### config.mk
export PLATFORM = sky130hd
export DESIGN_NAME = charger_power_mode_controller
export DESIGN_NICKNAME = d
export VERILOG_FILES = /design/src/logic/charger_power_mode_controller.v /design/src/logic/serial_reg_target.v /design/src/logic/wake_press_timer.v
export VERILOG_INCLUDE_DIRS = /design/src /design/src/pkg
export SDC_FILE = /design/constraint.sdc
export NUM_CORES = 1
export LEC_CHECK = 0
export ABC_AREA = 1
export BUFFER_PORTS_ARGS = -buffer_cell sky130_fd_sc_hd__buf_2
export CAP_MARGIN = 40
export CORE_ASPECT_RATIO = 0.5
export CORE_MARGIN = 2
export CORE_UTILIZATION = 60
export CTS_CLUSTER_SIZE = 20
export DETAILED_ROUTE_END_ITERATION = 12
export PLACE_DENSITY = 0.86
export RECOVER_POWER = 25
export SYNTH_ARGS = -nofsm -noshare
export SYNTH_HDL_FRONTEND = slang
export SYNTH_HIERARCHICAL = 1
export SYNTH_SLANG_ARGS = --single-unit
### constraint.sdc
create_clock -name sys_clk_i -period 3.65 [get_ports sys_clk_i]
set_input_delay 0.365 -clock sys_clk_i [delete_from_list [all_inputs] [get_ports sys_clk_i]]
set_output_delay 0.365 -clock sys_clk_i [all_outputs]
set_load 0.02 [all_outputs]
### src/pkg/charger_consts.vh
// Function
// - ship mode holds device and switch off until input valid or long press released; code leaves it for any input above undervoltage, overvoltage too
// - battery insertion with no valid input leads into ship mode, or active battery mode if the button is held past the wake timer
// - ship request with valid input waits until input removed, charge pin ignored
// - ship request with pushbutton low waits for pushbutton high
// - pushbutton wakes from ship only with battery above highest undervoltage threshold
// - host may clear ship request while input valid, cancelling entry
// - watchdog expiry never clears ship request; pending entry still completes
// - in ship mode only input comparator and pushbutton stay alive
// - serial, converter, interrupt, charge pin and power good gated per mode
// - low power entered only with pin low, no input, button high, idle bus
// - low power stops serial and converter, rail from battery, oscillators off
// - auxiliary output keeps its pre-entry enable state during low power
// - low power left when pin goes high or input rises above undervoltage
// - overvoltage input with pin low gives active battery mode
// - button low with pin low gives active battery mode with clocks
// - discharge switch on in active battery or low power mode with battery good and no input
// - discharge switch opens on battery overcurrent
// - discharge switch off below battery threshold, back on above hysteresis level
// - charger mode keeps converter on and converts continuously
// - charger mode feeds rail from input above dynamic level and charges
// - insertion raises rail, samples button, ship or wake timer then power up
// - reads of unmapped register addresses return all ones
`ifndef CHARGER_CONSTS_VH
`define CHARGER_CONSTS_VH

`define DEV_ADDR          7'h6B
`define OFS_BAT_UV_CTL    8'h16
`define OFS_REG_OUT_CTL   8'h1D
`define OFS_PB_CTL        8'h30
`define OFS_CHIP_CTL0     8'h35
`define OFS_CHIP_CTL1     8'h36
`define OFS_CHIP_CTL2     8'h37
`define UNMAPPED_DATA     8'hFF

`define RST_BAT_UV_CTL    8'h00
`define RST_REG_OUT_CTL   8'h00
`define RST_PB_CTL        8'h00
`define RST_CHIP_CTL0     8'h02
`define RST_CHIP_CTL1     5'h00
`define RST_CHIP_CTL2     8'h00

`define BIT_SHIP_REQ      7
`define BIT_CHG_EN        1
`define BIT_AUX_EN        7
`define FLD_UV_SEL_HI     2
`define FLD_MODE_HI       2

`define CLK_KHZ           125000
`define LONG_WAKE_MS      2
`define LONG_WAKE_CYC     (`LONG_WAKE_MS * `CLK_KHZ)

`endif

### src/logic/charger_power_mode_controller.v
`timescale 1ns/1ps
`include "charger_consts.vh"
module charger_power_mode_controller #(
  parameter WAKE_CYCLES = `LONG_WAKE_CYC,
  parameter WAKE_W      = 28
) (
  input  wire       sys_clk_i,
  input  wire       rst_n_i,
  input  wire       vin_above_uvlo_i,
  input  wire       vin_above_ovp_i,
  input  wire       vin_above_dpm_i,
  input  wire       bat_present_i,
  input  wire       bat_above_uvlo_i,
  input  wire       bat_above_uvlo_hyst_i,
  input  wire       bat_above_max_uvlo_i,
  input  wire       bat_overcurrent_i,
  input  wire       charge_done_i,
  input  wire       int_pending_i,
  input  wire       pushbutton_n_i,
  input  wire       low_power_pin_n_i,
  input  wire       charge_enable_n_i,
  input  wire       scl_i,
  input  wire       sda_i,
  output wire       sda_o,
  output wire       sda_oe_o,
  output reg  [2:0] mode_o,
  output reg        discharge_switch_on_o,
  output reg        always_on_rail_on_o,
  output reg        always_on_from_bat_o,
  output reg        aux_output_on_o,
  output reg        osc_enable_o,
  output reg        serial_enable_o,
  output reg        converter_enable_o,
  output reg        adc_continuous_o,
  output reg        int_enable_o,
  output reg        power_good_active_o,
  output reg        system_from_input_o,
  output reg        charging_o,
  output reg  [2:0] bat_uv_select_o
);

  //////////////////////////////////////////////////////////////////////
  // mode codes

  localparam MODE_SHIP    = 3'd0;
  localparam MODE_WAKE    = 3'd1;
  localparam MODE_CHARGER = 3'd2;
  localparam MODE_ACTIVE  = 3'd3;
  localparam MODE_LOWPWR  = 3'd4;

  reg  [2:0] mode;
  reg  [2:0] next_mode;
  reg  [2:0] eval_mode;

  reg  [7:0] bat_uv_ctl;
  reg  [7:0] reg_out_ctl;
  reg  [7:0] pb_ctl;
  reg  [7:0] chip_ctl0;
  reg  [4:0] chip_ctl1;
  reg  [7:0] chip_ctl2;

  reg        bat_present_q;
  reg        bat_good;
  reg        ocp_trip;
  reg        aux_hold;
  reg  [7:0] rd_data;

  wire       serial_on;
  wire       serial_busy;
  wire [7:0] reg_addr;
  wire [7:0] wr_data;
  wire       wr_stb;
  wire       long_press;

  //////////////////////////////////////////////////////////////////////
  // condition decode

  // an input above overvoltage is not a usable supply
  wire vin_valid = vin_above_uvlo_i & ~vin_above_ovp_i;
  wire ship_req  = chip_ctl0[`BIT_SHIP_REQ];

  // entry waits for input removal and button release; charge pin not used
  wire ship_go   = ship_req & pushbutton_n_i;

  wire lp_ok     = ~low_power_pin_n_i & ~vin_above_uvlo_i & pushbutton_n_i &
                   ~serial_busy & ~int_pending_i;

  wire insert    = bat_present_i & ~bat_present_q & bat_above_uvlo_i &
                   ~vin_valid;

  wire ship_wake = pushbutton_n_i & long_press & bat_above_max_uvlo_i;

  wire entering_ship = (next_mode == MODE_SHIP) && (mode != MODE_SHIP);

  function is_mode;
    input [2:0] m;
    input [2:0] a;
    input [2:0] b;
    begin
      is_mode = (m == a) || (m == b);
    end
  endfunction

  //////////////////////////////////////////////////////////////////////
  // mode selection

  // fixed priority, evaluated every cycle
  always @* begin
    if (vin_valid)
      eval_mode = MODE_CHARGER;
    else if (ship_go)
      eval_mode = MODE_SHIP;
    else if (lp_ok)
      eval_mode = MODE_LOWPWR;
    else
      eval_mode = MODE_ACTIVE;
  end

  always @* begin
    next_mode = mode;
    if (insert) begin
      next_mode = MODE_WAKE;
    end else begin
      case (mode)
        MODE_SHIP: begin
          // latched off until input or a completed long press
          if (vin_above_uvlo_i)
            next_mode = eval_mode;
          else if (ship_wake)
            next_mode = MODE_ACTIVE;
          else
            next_mode = MODE_SHIP;
        end
        MODE_WAKE: begin
          if (vin_valid)
            next_mode = MODE_CHARGER;
          else if (pushbutton_n_i)
            next_mode = MODE_SHIP;
          else if (long_press)
            next_mode = MODE_ACTIVE;
          else
            next_mode = MODE_WAKE;
        end
        MODE_CHARGER,
        MODE_ACTIVE,
        MODE_LOWPWR: next_mode = eval_mode;
        default: next_mode = MODE_WAKE;
      endcase
    end
  end

  always @(posedge sys_clk_i) begin
    if (!rst_n_i) begin
      mode          <= MODE_WAKE;
      bat_present_q <= 1'b0;
    end else begin
      mode          <= next_mode;
      bat_present_q <= bat_present_i;
    end
  end

  //////////////////////////////////////////////////////////////////////
  // pushbutton timing

  wake_press_timer #(
    .CYCLES (WAKE_CYCLES),
    .W      (WAKE_W)
  ) u_wake_timer (
    .sys_clk_i (sys_clk_i),
    .rst_n_i   (rst_n_i),
    .run_i     (is_mode(mode, MODE_SHIP, MODE_WAKE)),
    .hold_i    (~pushbutton_n_i),
    .reached_o (long_press)
  );

  //////////////////////////////////////////////////////////////////////
  // serial register access

  // serial port only alive in charger and active battery modes
  assign serial_on = is_mode(mode, MODE_CHARGER, MODE_ACTIVE);

  serial_reg_target u_serial (
    .sys_clk_i  (sys_clk_i),
    .rst_n_i    (rst_n_i),
    .enable_i   (serial_on),
    .scl_i      (scl_i),
    .sda_i      (sda_i),
    .sda_o      (sda_o),
    .sda_oe_o   (sda_oe_o),
    .reg_addr_o (reg_addr),
    .wr_data_o  (wr_data),
    .wr_stb_o   (wr_stb),
    .rd_data_i  (rd_data),
    .busy_o     (serial_busy)
  );

  always @* begin
    case (reg_addr)
      `OFS_BAT_UV_CTL:  rd_data = bat_uv_ctl;
      `OFS_REG_OUT_CTL: rd_data = reg_out_ctl;
      `OFS_PB_CTL:      rd_data = pb_ctl;
      `OFS_CHIP_CTL0:   rd_data = chip_ctl0;
      `OFS_CHIP_CTL1:   rd_data = {chip_ctl1, mode};
      `OFS_CHIP_CTL2:   rd_data = chip_ctl2;
      default:          rd_data = `UNMAPPED_DATA;
    endcase
  end

  // the ship request is only dropped by a host write or by entering ship;
  // nothing else, watchdog expiry included, touches it
  always @(posedge sys_clk_i) begin
    if (!rst_n_i) begin
      bat_uv_ctl  <= `RST_BAT_UV_CTL;
      reg_out_ctl <= `RST_REG_OUT_CTL;
      pb_ctl      <= `RST_PB_CTL;
      chip_ctl0   <= `RST_CHIP_CTL0;
      chip_ctl1   <= `RST_CHIP_CTL1;
      chip_ctl2   <= `RST_CHIP_CTL2;
    end else begin
      if (entering_ship)
        chip_ctl0[`BIT_SHIP_REQ] <= 1'b0;
      if (wr_stb) begin
        case (reg_addr)
          `OFS_BAT_UV_CTL:  bat_uv_ctl  <= wr_data;
          `OFS_REG_OUT_CTL: reg_out_ctl <= wr_data;
          `OFS_PB_CTL:      pb_ctl      <= wr_data;
          `OFS_CHIP_CTL0:   chip_ctl0   <= wr_data;
          `OFS_CHIP_CTL1:   chip_ctl1   <= wr_data[7:3];
          `OFS_CHIP_CTL2:   chip_ctl2   <= wr_data;
          default:          chip_ctl2   <= chip_ctl2;
        endcase
      end
    end
  end

  //////////////////////////////////////////////////////////////////////
  // battery path protection

  always @(posedge sys_clk_i) begin
    if (!rst_n_i) begin
      bat_good <= 1'b0;
      ocp_trip <= 1'b0;
      aux_hold <= 1'b0;
    end else begin
      if (!bat_above_uvlo_i)
        bat_good <= 1'b0;
      else if (bat_above_uvlo_hyst_i)
        bat_good <= 1'b1;
      // overcurrent latch stays until an input supply returns or ship
      if (bat_overcurrent_i && mode != MODE_SHIP)
        ocp_trip <= 1'b1;
      else if (vin_valid || mode == MODE_SHIP)
        ocp_trip <= 1'b0;
      // freeze the auxiliary enable on the way into low power
      if (next_mode == MODE_LOWPWR && mode != MODE_LOWPWR)
        aux_hold <= reg_out_ctl[`BIT_AUX_EN];
    end
  end

  //////////////////////////////////////////////////////////////////////
  // function gating per mode

  always @(posedge sys_clk_i) begin
    if (!rst_n_i) begin
      mode_o                <= MODE_WAKE;
      discharge_switch_on_o <= 1'b0;
      always_on_rail_on_o   <= 1'b0;
      always_on_from_bat_o  <= 1'b0;
      aux_output_on_o       <= 1'b0;
      osc_enable_o          <= 1'b0;
      serial_enable_o       <= 1'b0;
      converter_enable_o    <= 1'b0;
      adc_continuous_o      <= 1'b0;
      int_enable_o          <= 1'b0;
      power_good_active_o   <= 1'b0;
      system_from_input_o   <= 1'b0;
      charging_o            <= 1'b0;
      bat_uv_select_o       <= 3'h0;
    end else begin
      mode_o <= mode;
      // battery feeds the system rail only out of ship with no input
      discharge_switch_on_o <= is_mode(mode, MODE_ACTIVE, MODE_LOWPWR) &
                               ~vin_valid & bat_good & ~ocp_trip;
      always_on_rail_on_o   <= (mode != MODE_SHIP);
      always_on_from_bat_o  <= is_mode(mode, MODE_LOWPWR, MODE_ACTIVE) |
                               (mode == MODE_WAKE);
      case (mode)
        MODE_CHARGER, MODE_ACTIVE:
          aux_output_on_o <= reg_out_ctl[`BIT_AUX_EN];
        MODE_LOWPWR:
          aux_output_on_o <= aux_hold;
        default:
          aux_output_on_o <= 1'b0;
      endcase
      // clocks run whenever timing or serial access is needed
      osc_enable_o        <= is_mode(mode, MODE_CHARGER, MODE_ACTIVE) |
                             is_mode(mode, MODE_WAKE, MODE_SHIP) &
                             ~pushbutton_n_i;
      serial_enable_o     <= serial_on;
      converter_enable_o  <= serial_on;
      adc_continuous_o    <= (mode == MODE_CHARGER);
      int_enable_o        <= serial_on;
      power_good_active_o <= is_mode(mode, MODE_LOWPWR, MODE_ACTIVE);
      system_from_input_o <= (mode == MODE_CHARGER) & vin_above_dpm_i;
      // charge pin only counts in charger mode
      charging_o          <= (mode == MODE_CHARGER) & vin_above_dpm_i &
                             ~charge_enable_n_i &
                             chip_ctl0[`BIT_CHG_EN] & ~charge_done_i;
      bat_uv_select_o     <= bat_uv_ctl[`FLD_UV_SEL_HI:0];
    end
  end

  //////////////////////////////////////////////////////////////////////
  // notes on the outside world
  //
  // after a hardware reset taken with the low-power pin low, the button
  // must stay pressed until the rails return; the wake state relies on
  // that to reach active battery mode instead of dropping to ship.
  //
  // the pending ship entry survives anything short of a host write or
  // the entry itself, so a lost host still ends in ship mode.

endmodule // charger_power_mode_controller

### src/logic/serial_reg_target.v
`timescale 1ns/1ps
`include "charger_consts.vh"
module serial_reg_target (
  input  wire       sys_clk_i,
  input  wire       rst_n_i,
  input  wire       enable_i,
  input  wire       scl_i,
  input  wire       sda_i,
  output reg        sda_o,
  output reg        sda_oe_o,
  output reg  [7:0] reg_addr_o,
  output reg  [7:0] wr_data_o,
  output reg        wr_stb_o,
  input  wire [7:0] rd_data_i,
  output reg        busy_o
);

  localparam ST_IDLE  = 3'd0;
  localparam ST_ADDR  = 3'd1;
  localparam ST_PTR   = 3'd2;
  localparam ST_WDATA = 3'd3;
  localparam ST_RDATA = 3'd4;

  reg [2:0] state;
  reg [3:0] bit_cnt;
  reg [7:0] shift;
  reg [7:0] tx;
  reg       rd_dir;
  reg       nack;
  reg       scl_q;
  reg       sda_q;
  reg       armed;

  wire start  = scl_i & scl_q & sda_q & ~sda_i;
  wire stop   = scl_i & scl_q & ~sda_q & sda_i;
  wire rise   = scl_i & ~scl_q;
  wire fall   = ~scl_i & scl_q & armed;

  always @(posedge sys_clk_i) begin
    if (!rst_n_i) begin
      state <= ST_IDLE;
      bit_cnt <= 4'h0;
      shift <= 8'h00;
      tx <= 8'h00;
      rd_dir <= 1'b0;
      nack <= 1'b0;
      scl_q <= 1'b1;
      sda_q <= 1'b1;
      armed <= 1'b0;
      sda_o <= 1'b0;
      sda_oe_o <= 1'b0;
      reg_addr_o <= 8'h00;
      wr_data_o <= 8'h00;
      wr_stb_o <= 1'b0;
      busy_o <= 1'b0;
    end else begin
      scl_q <= scl_i;
      sda_q <= sda_i;
      wr_stb_o <= 1'b0;
      if (!enable_i || stop) begin
        state <= ST_IDLE;
        sda_oe_o <= 1'b0;
        busy_o <= 1'b0;
      end else if (start) begin
        state <= ST_ADDR;
        bit_cnt <= 4'h0;
        sda_oe_o <= 1'b0;
        busy_o <= 1'b1;
        armed <= 1'b0;
      end else if (state != ST_IDLE) begin
        if (rise) begin
          armed <= 1'b1;
          if (bit_cnt < 4'h8)
            shift <= {shift[6:0], sda_i};
          else
            nack <= sda_i;
        end
        if (fall && bit_cnt < 4'h7) begin
          bit_cnt <= bit_cnt + 4'h1;
          if (state == ST_RDATA) begin
            sda_oe_o <= ~tx[7];
            tx <= {tx[6:0], 1'b0};
          end
        end else if (fall && bit_cnt == 4'h7) begin
          bit_cnt <= 4'h8;
          sda_oe_o <= (state != ST_RDATA);
          case (state)
            ST_ADDR: begin
              rd_dir <= shift[0];
              if (shift[7:1] != `DEV_ADDR) begin
                state <= ST_IDLE;
                sda_oe_o <= 1'b0;
              end
            end
            ST_PTR: reg_addr_o <= shift;
            ST_WDATA: begin
              wr_data_o <= shift;
              wr_stb_o <= 1'b1;
            end
            ST_RDATA: reg_addr_o <= reg_addr_o + 8'h01;
            default: state <= ST_IDLE;
          endcase
        end else if (fall) begin
          bit_cnt <= 4'h0;
          sda_oe_o <= 1'b0;
          case (state)
            ST_ADDR: begin
              state <= rd_dir ? ST_RDATA : ST_PTR;
              if (rd_dir) begin
                sda_oe_o <= ~rd_data_i[7];
                tx <= {rd_data_i[6:0], 1'b0};
              end
            end
            ST_PTR: state <= ST_WDATA;
            ST_WDATA: reg_addr_o <= reg_addr_o + 8'h01;
            ST_RDATA: begin
              if (nack) begin
                state <= ST_IDLE;
              end else begin
                sda_oe_o <= ~rd_data_i[7];
                tx <= {rd_data_i[6:0], 1'b0};
              end
            end
            default: state <= ST_IDLE;
          endcase
        end
      end
    end
  end

endmodule // serial_reg_target

### src/logic/wake_press_timer.v
`timescale 1ns/1ps
module wake_press_timer #(
  parameter CYCLES = 250000,
  parameter W      = 28
) (
  input  wire sys_clk_i,
  input  wire rst_n_i,
  input  wire run_i,
  input  wire hold_i,
  output reg  reached_o
);

  reg [W-1:0] count;

  // counts while held, clears as soon as the hold ends
  always @(posedge sys_clk_i) begin
    if (!rst_n_i) begin
      count     <= {W{1'b0}};
      reached_o <= 1'b0;
    end else if (!run_i || !hold_i) begin
      count     <= {W{1'b0}};
      reached_o <= 1'b0;
    end else if (count < CYCLES[W-1:0]) begin
      count     <= count + {{(W-1){1'b0}}, 1'b1};
    end else begin
      reached_o <= 1'b1;
    end
  end

endmodule // wake_press_timer

Word level (Yosys, flattened, before mapping)
Cells that the tools add are included.
{ "op_classes": {"n_reduce_logical": 52, "add_sub_neg": 3, "n_bitwise": 53, "eq_ne": 33, "n_lt_le_gt_ge": 3, "mux": 56} }
{ "ops": {"columns": ["operator", "count"], "rows": [
  ["$mux 8", 11],
  ["$pmux 8 s6", 1],
  ["$eq 8x6->1 const B", 4],
  ["$pmux 8 s2", 2],
  ["$mux 3", 10],
  ["$add 28x1->28 const B", 1],
  ["$lt 28x18->1 const B", 1],
  ["$and 1x1->1", 27],
  ["$not 1->1", 24],
  ["$reduce_and 7->1", 3],
  ["$mux 4", 5],
  ["$mux 1", 18],
  ["$eq 8x5->1 const B", 2],
  ["$reduce_and 2->1", 7],
  ["$reduce_bool 2->1", 7],
  ["$eq 3x2->1 const B", 4],
  ["$ne 3x3->1 const B", 4],
  ["$pmux 3 s4", 1],
  ["$reduce_and 6->1", 2],
  ["$reduce_bool 3->1", 4],
  ["$reduce_and 5->1", 2],
  ["$eq 3x3->1 const B", 3],
  ["$ne 3x2->1 const B", 3],
  ["$pmux 3 s3", 1],
  ["other kinds (26)", 53]
]} }
{ "word_totals": {"ff_bits": 144, "output_inout_bits": 20, "elab_cells": 241, "in_bits": 17} }

Logic depth before layout (Yosys ltp)
{ "logic_depth": {"word_depth": 16, "ltp_mapped": 14, "depth_no_buf": 14} }

Hierarchy
The synthesis kept the hierarchy.
{ "modules_own_cells": {"columns": ["module", "seq_area_each_um2", "area_per_inst_um2", "cells_each", "instances"], "rows": [
  ["charger_power_mode_controller", 1361.3, 2932.8, 405, 1],
  ["serial_reg_target", 920.9, 2397.3, 360, 1],
  ["wake_press_timer", 580.6, 1510.2, 221, 1]
]} }

Worst setup path after synthesis
No wires, ideal clock.
{ "synth_path": {"path_kind": "reg2reg", "start": "register u_serial.reg_addr_o[2]", "end": "register u_serial.sda_oe_o", "setup_slack_ps": 1873, "setup_time_ps": 70, "path_stages_with_launch": 15, "required_time_ps": 3580, "arrival_ps": 1708, "period_less_slack_ps": 1777, "path_buffers": 0, "cell_sequence": "dfxtp_1 inv_2 nor2_4 nand2_1 nor2_4 nand2_1 nand2_1 nor3_1 nand3_2 nand2_1 nor2_1 nand2_1 nand3_1 nand2_1 a21oi_1"} }
{ "synth_between": {"elab_chain_len": 8, "elab_cells_between_ends": 14, "classes_between": "eq/ne (6); mux (7); bitwise (1)"} }
{ "synth_lines": {"columns": ["element", "line", "source"], "rows": [
  ["start, declared", "serial_reg_target.v:11", "output reg [7:0] reg_addr_o,"],
  ["start signal, assigned", "serial_reg_target.v:95", "ST_PTR: reg_addr_o <= shift;"],
  ["start signal, assigned", "serial_reg_target.v:100", "ST_RDATA: reg_addr_o <= reg_addr_o + 8'h01;"],
  ["start signal, assigned", "serial_reg_target.v:115", "ST_WDATA: reg_addr_o <= reg_addr_o + 8'h01;"],
  ["$eq 8x6->1 or $eq 8x5->1 (tied branches)", "charger_power_mode_controller.v:198", "case (reg_addr)"],
  ["$pmux 8 s6 *", "charger_power_mode_controller.v:198", null],
  ["named net rd_data[7]", "charger_power_mode_controller.v:66", "reg [7:0] rd_data;"],
  ["$not 1->1 *", "serial_reg_target.v:110, serial_reg_target.v:120", null],
  ["$mux 1, on equally long branches", "serial_reg_target.v:117, serial_reg_target.v:109", null],
  ["$pmux 1 s2 *", "serial_reg_target.v:106", "case (state)"],
  ["$mux 1 *", "serial_reg_target.v:103", "end else if (fall) begin"],
  ["$mux 1 *", "serial_reg_target.v:84", "end else if (fall && bit_cnt == 4'h7) begin"],
  ["$mux 1 *", "serial_reg_target.v:78", "if (fall && bit_cnt < 4'h7) begin"],
  ["end signal, assigned", "serial_reg_target.v:81", "sda_oe_o <= ~tx[7];"],
  ["end signal, assigned", "serial_reg_target.v:86", "sda_oe_o <= (state != ST_RDATA);"],
  ["end signal, assigned", "serial_reg_target.v:110", "sda_oe_o <= ~rd_data_i[7];"],
  ["end, declared", "serial_reg_target.v:10", "output reg sda_oe_o,"]
]} }
Mark *: on every way through the listed nets, which the timed path passes. The rest lies on a longest branch. The select of a mux whose other input is x is not followed.
A chain may end at the register's enable or synchronous reset.

Worst setup path in the final report
{ "layout_path": {"start": "register u_serial.reg_addr_o[2]", "end": "register u_serial.tx[3]"} }
{ "layout_between": {"elab_chain_len": 7, "elab_cells_between_ends": 13, "classes_between": "eq/ne (6); mux (7)"} }
{ "layout_lines": {"columns": ["element", "line", "source"], "rows": [
  ["$eq 8x6->1 or $eq 8x5->1 (tied branches)", "charger_power_mode_controller.v:198", null],
  ["$pmux 8 s6 *", "charger_power_mode_controller.v:198", null],
  ["named net rd_data[2]", "charger_power_mode_controller.v:66", null],
  ["$mux 8, on equally long branches", "serial_reg_target.v:117, serial_reg_target.v:109", null],
  ["$pmux 8 s2 *", "serial_reg_target.v:106", null],
  ["$mux 8 *", "serial_reg_target.v:103", null],
  ["$mux 8 *", "serial_reg_target.v:84", null],
  ["$mux 8 *", "serial_reg_target.v:78", null],
  ["end signal, assigned", "serial_reg_target.v:82", "tx <= {tx[6:0], 1'b0};"],
  ["end signal, assigned", "serial_reg_target.v:111", "tx <= {rd_data_i[6:0], 1'b0};"],
  ["end signal, assigned", "serial_reg_target.v:121", "tx <= {rd_data_i[6:0], 1'b0};"],
  ["end, declared", "serial_reg_target.v:27", "reg [7:0] tx;"]
]} }
Marks and branches as above.

==> reports/metrics.yaml <==
hold_violations: 0
place_ws_ns: 1.532
holdWs_ns: 0.1415
cp-start-kind: "flop"
synth-seq-area-share_pct: 41.85
io_pins: 37
cts_hold_buf: 0
seqPwrFrac_pct: 45.0
postCtsSetupBuffers: 0
finalPower_uw: 3530
grt_pass1_wl_um: 27590
drt_iter0_drc: 631
async_reset_ff_share_pct: 0
grt-ovfl-total: 0
fin_crit_ns: 2.180
synthDistinctLibCells: 40
hold_class: "in2reg"
synthFlopType: "dfxtp_1"
max-vdd-ir-drop_mv: 0.2727
gp_congestion: 0.9506
vias: 6400
syn_area_um2: 6840
yosys.area.top_type: "dfxtp_1"
avgSynthCellArea_um2: 6.937
setup_tns_ns: 0
maxSlewHeadroom_pct: 28.30
leakagePower_uw: 0.003114
tightest_slew_ns: 1.076
die_h_um: 79.50
start_util_pct: 61.92
path_class: "reg2reg"
wire_per_inst_um: 14.07
swShare_pct: 23.41
synth_top_area_share_pct: 41.85
vias_per_cell: 5.433
drive_gt1_share_pct: 9.874
ys_warn_count: 6
grt_pass1_vias: 5960
p_int_uw: 2703
layout.cells.non_filler: 1178
cts-resized-gates: 0
tritoncts: "built"
finClkSkew_ns: 0.006540
p_sw_uw: 826.4
postRouteAntennaNets: 0
rows: 27
grt_use_total_pct: 28.00
nNetsFinal: 1040
fin_ws_ns: 1.470
grt_max_degree: 46
synth_fp_nets: 1006
n_antenna_cell: 0
status: "finished clean"
port_buffers: 35
crit_path_end_kind: "flop"
routed_wl_um: 16580
clk_pin_slew_worst_paths_ns: 0.06
post-place-cells: 1146
maxCapViolations: 0
yosys-top-cells-area: "dfxtp_1 (42%), nand2_1 (12%), a21oi_1 (6.6%), inv_1 (6.6%), nor2_1 (6.5%)"
cts_made_buffers: 17
fin_crit_sh_pct: 59.73
syn_to_final_growth_pct: 12.09
clock_latency_ns: 0.42
postSynthCellCount: 986
dieArea_um2: 12320
rsz0062_at_grt: "false"
power_density_nw_per_um2: 460.4
clockBufferDepth: 2
ys_seq_elements: 143
worstPathArrival_ns: 2.53
die_x_um: 155
finalSetupViolations: 0
pwr-share-comb_pct: 4.5
cts-htree-levels: 4
power_frac_clock_pct: 50.5
clock_sinks: 143
dp_hpwl_um: 11670
cts_root_buf: "clkbuf_16"
drv_slew: 0
crit_fanout: 9
first_pass_iters: 5
grt_antenna_before_repair: 0
core_um2: 11050
crit_required_ns: 4.00
max_clock_freq_mhz: 458.7
remaining_drc_errors: 0
synth_edf_count: 0
synthesized netlist by cell type (all sizes together) (2+ instances only):
cell,instances
a211oi,3
nor2,135
dfxtp,143
nand2,233
clkinv,2
xnor2,2
o22ai,11
nand3b,2
o21ai,93
buf,12
xor2,11
nand4,10
nor4,2
ha,3
a21oi,94
clkbuf,11
nor3,20
nand3,59
inv,134
and2,2
final cells by class:
type | count | area, um2
fill | 902 | 3379
multi-input combinational | 684 | 3332
sequential | 143 | 2863
inverter | 136 | 513.0
clock buffer | 17 | 425.4
clock inverter | 15 | 183.9
tap | 145 | 181.4
timing repair buffer | 38 | 168.9
worst max-delay path, cell delays in order, from the launching register on:
cell and delay (ns):
dfxtp_1 0.44, inv_2 0.10, nor2_4 0.13, nand2_1 0.12, nor2_4 0.21, nand2_1 0.28, o22ai_1 0.32, nor3_1 0.11
nand2_1 0.10, nand2_1 0.06, o21ai_0 0.07, nor2_1 0.06, nor2_1 0.10
registers in the layout (all words and copies together) (netlist names), 3 cells and up:
name                 count
bat_uv_select_o          3
reg_out_ctl              8
bat_uv_ctl               8
mode_o                   3
u_serial/bit_cnt         4
u_serial/shift           8
u_serial/wr_data_o       8
u_serial/tx              7
chip_ctl0                8
u_serial/state           3
chip_ctl1                5
u_serial/reg_addr_o      8
u_wake_timer/count      28
mode                     3
pb_ctl                   8
chip_ctl2                8
layer usage:
layer	part of all wire (%)	GRT usage [%]	routed length [um]	vias up
met5	0	0	0	-
met3	5.5	5.755	907	49
met1	45	35.02	7450	2872
li1	-	-	-	3237
met2	47	47.91	7721	242
met4	3.0	11.30	495	0
power groups by stage:
stage | sequential (uW) | clock, uW | combinational [uW]
after floorplan | 1630 | 0 | 102
after global placement | 1620 | 0 | 154
after detailed placement | 1620 | 0 | 157
after CTS | 1590 | 1800 | 159
after global routing | 1590 | 1870 | 178
final | 1590 | 1780 | 158
cell families (layout without fill, tap and decap cells):
family | Yosys count | after routing | synth area share, %
DFF | 143 | 143 | 41.85
and+or+nand+nor | 464 | 464 | 30.91
AOI/OAI and AO/OA | 203 | 203 | 15.53
adders and majority gates | 3 | 3 | 0.5488
xor gates and xnor gates | 13 | 13 | 1.665
buffers and inverters | 159 | 206 | 9.438
other | 1 | 1 | 0.05482
per-stage QoR:
stage | utilization, % | cell area, um2
after global placement | 64.15 | 7087
after global routing | 69.41 | 7667
after detailed placement | 64.15 | 7087
after floorplan | - | 6840
after CTS | 69.67 | 7696
final | 69.41 | 7667
cells in the final DEF, fill, tap and decap left out, types with 4 or more instances in the layout:
master and instances:
xor2_1 11, a21oi_1 90, nor2_1 118, buf_2 15, o21ai_0 87, nor2_4 13, nand4_1 8, clkbuf_1 21
inv_1 120, o22ai_1 11, nand2_2 4, inv_2 13, nand3_1 53, dfxtp_1 143, nand3_2 5, nand2_1 226
inv_6 4, a21oi_2 4, o21ai_1 5, clkbuf_16 17, nor3_1 20, nor2_2 4
path summary, 6_finish.rpt:
| path | start | to | slack (ns) | cells after the start |
|---|---|---|---|---|
| worst max-delay path | u_serial/reg_addr_o[2] | u_serial/tx[3] | 1.47 | 12 |
| worst min-delay path | bat_present_i | bat_present_q | 0.14 | 3 |
| worst max register to register | u_serial/reg_addr_o[2] | u_serial/tx[3] | 1.47 | 12 |
| worst min register to register | u_wake_timer/count[25] | u_wake_timer/count[25] | 0.42 | 2 |
No activity file was read; power rests on OpenSTA's default activity.
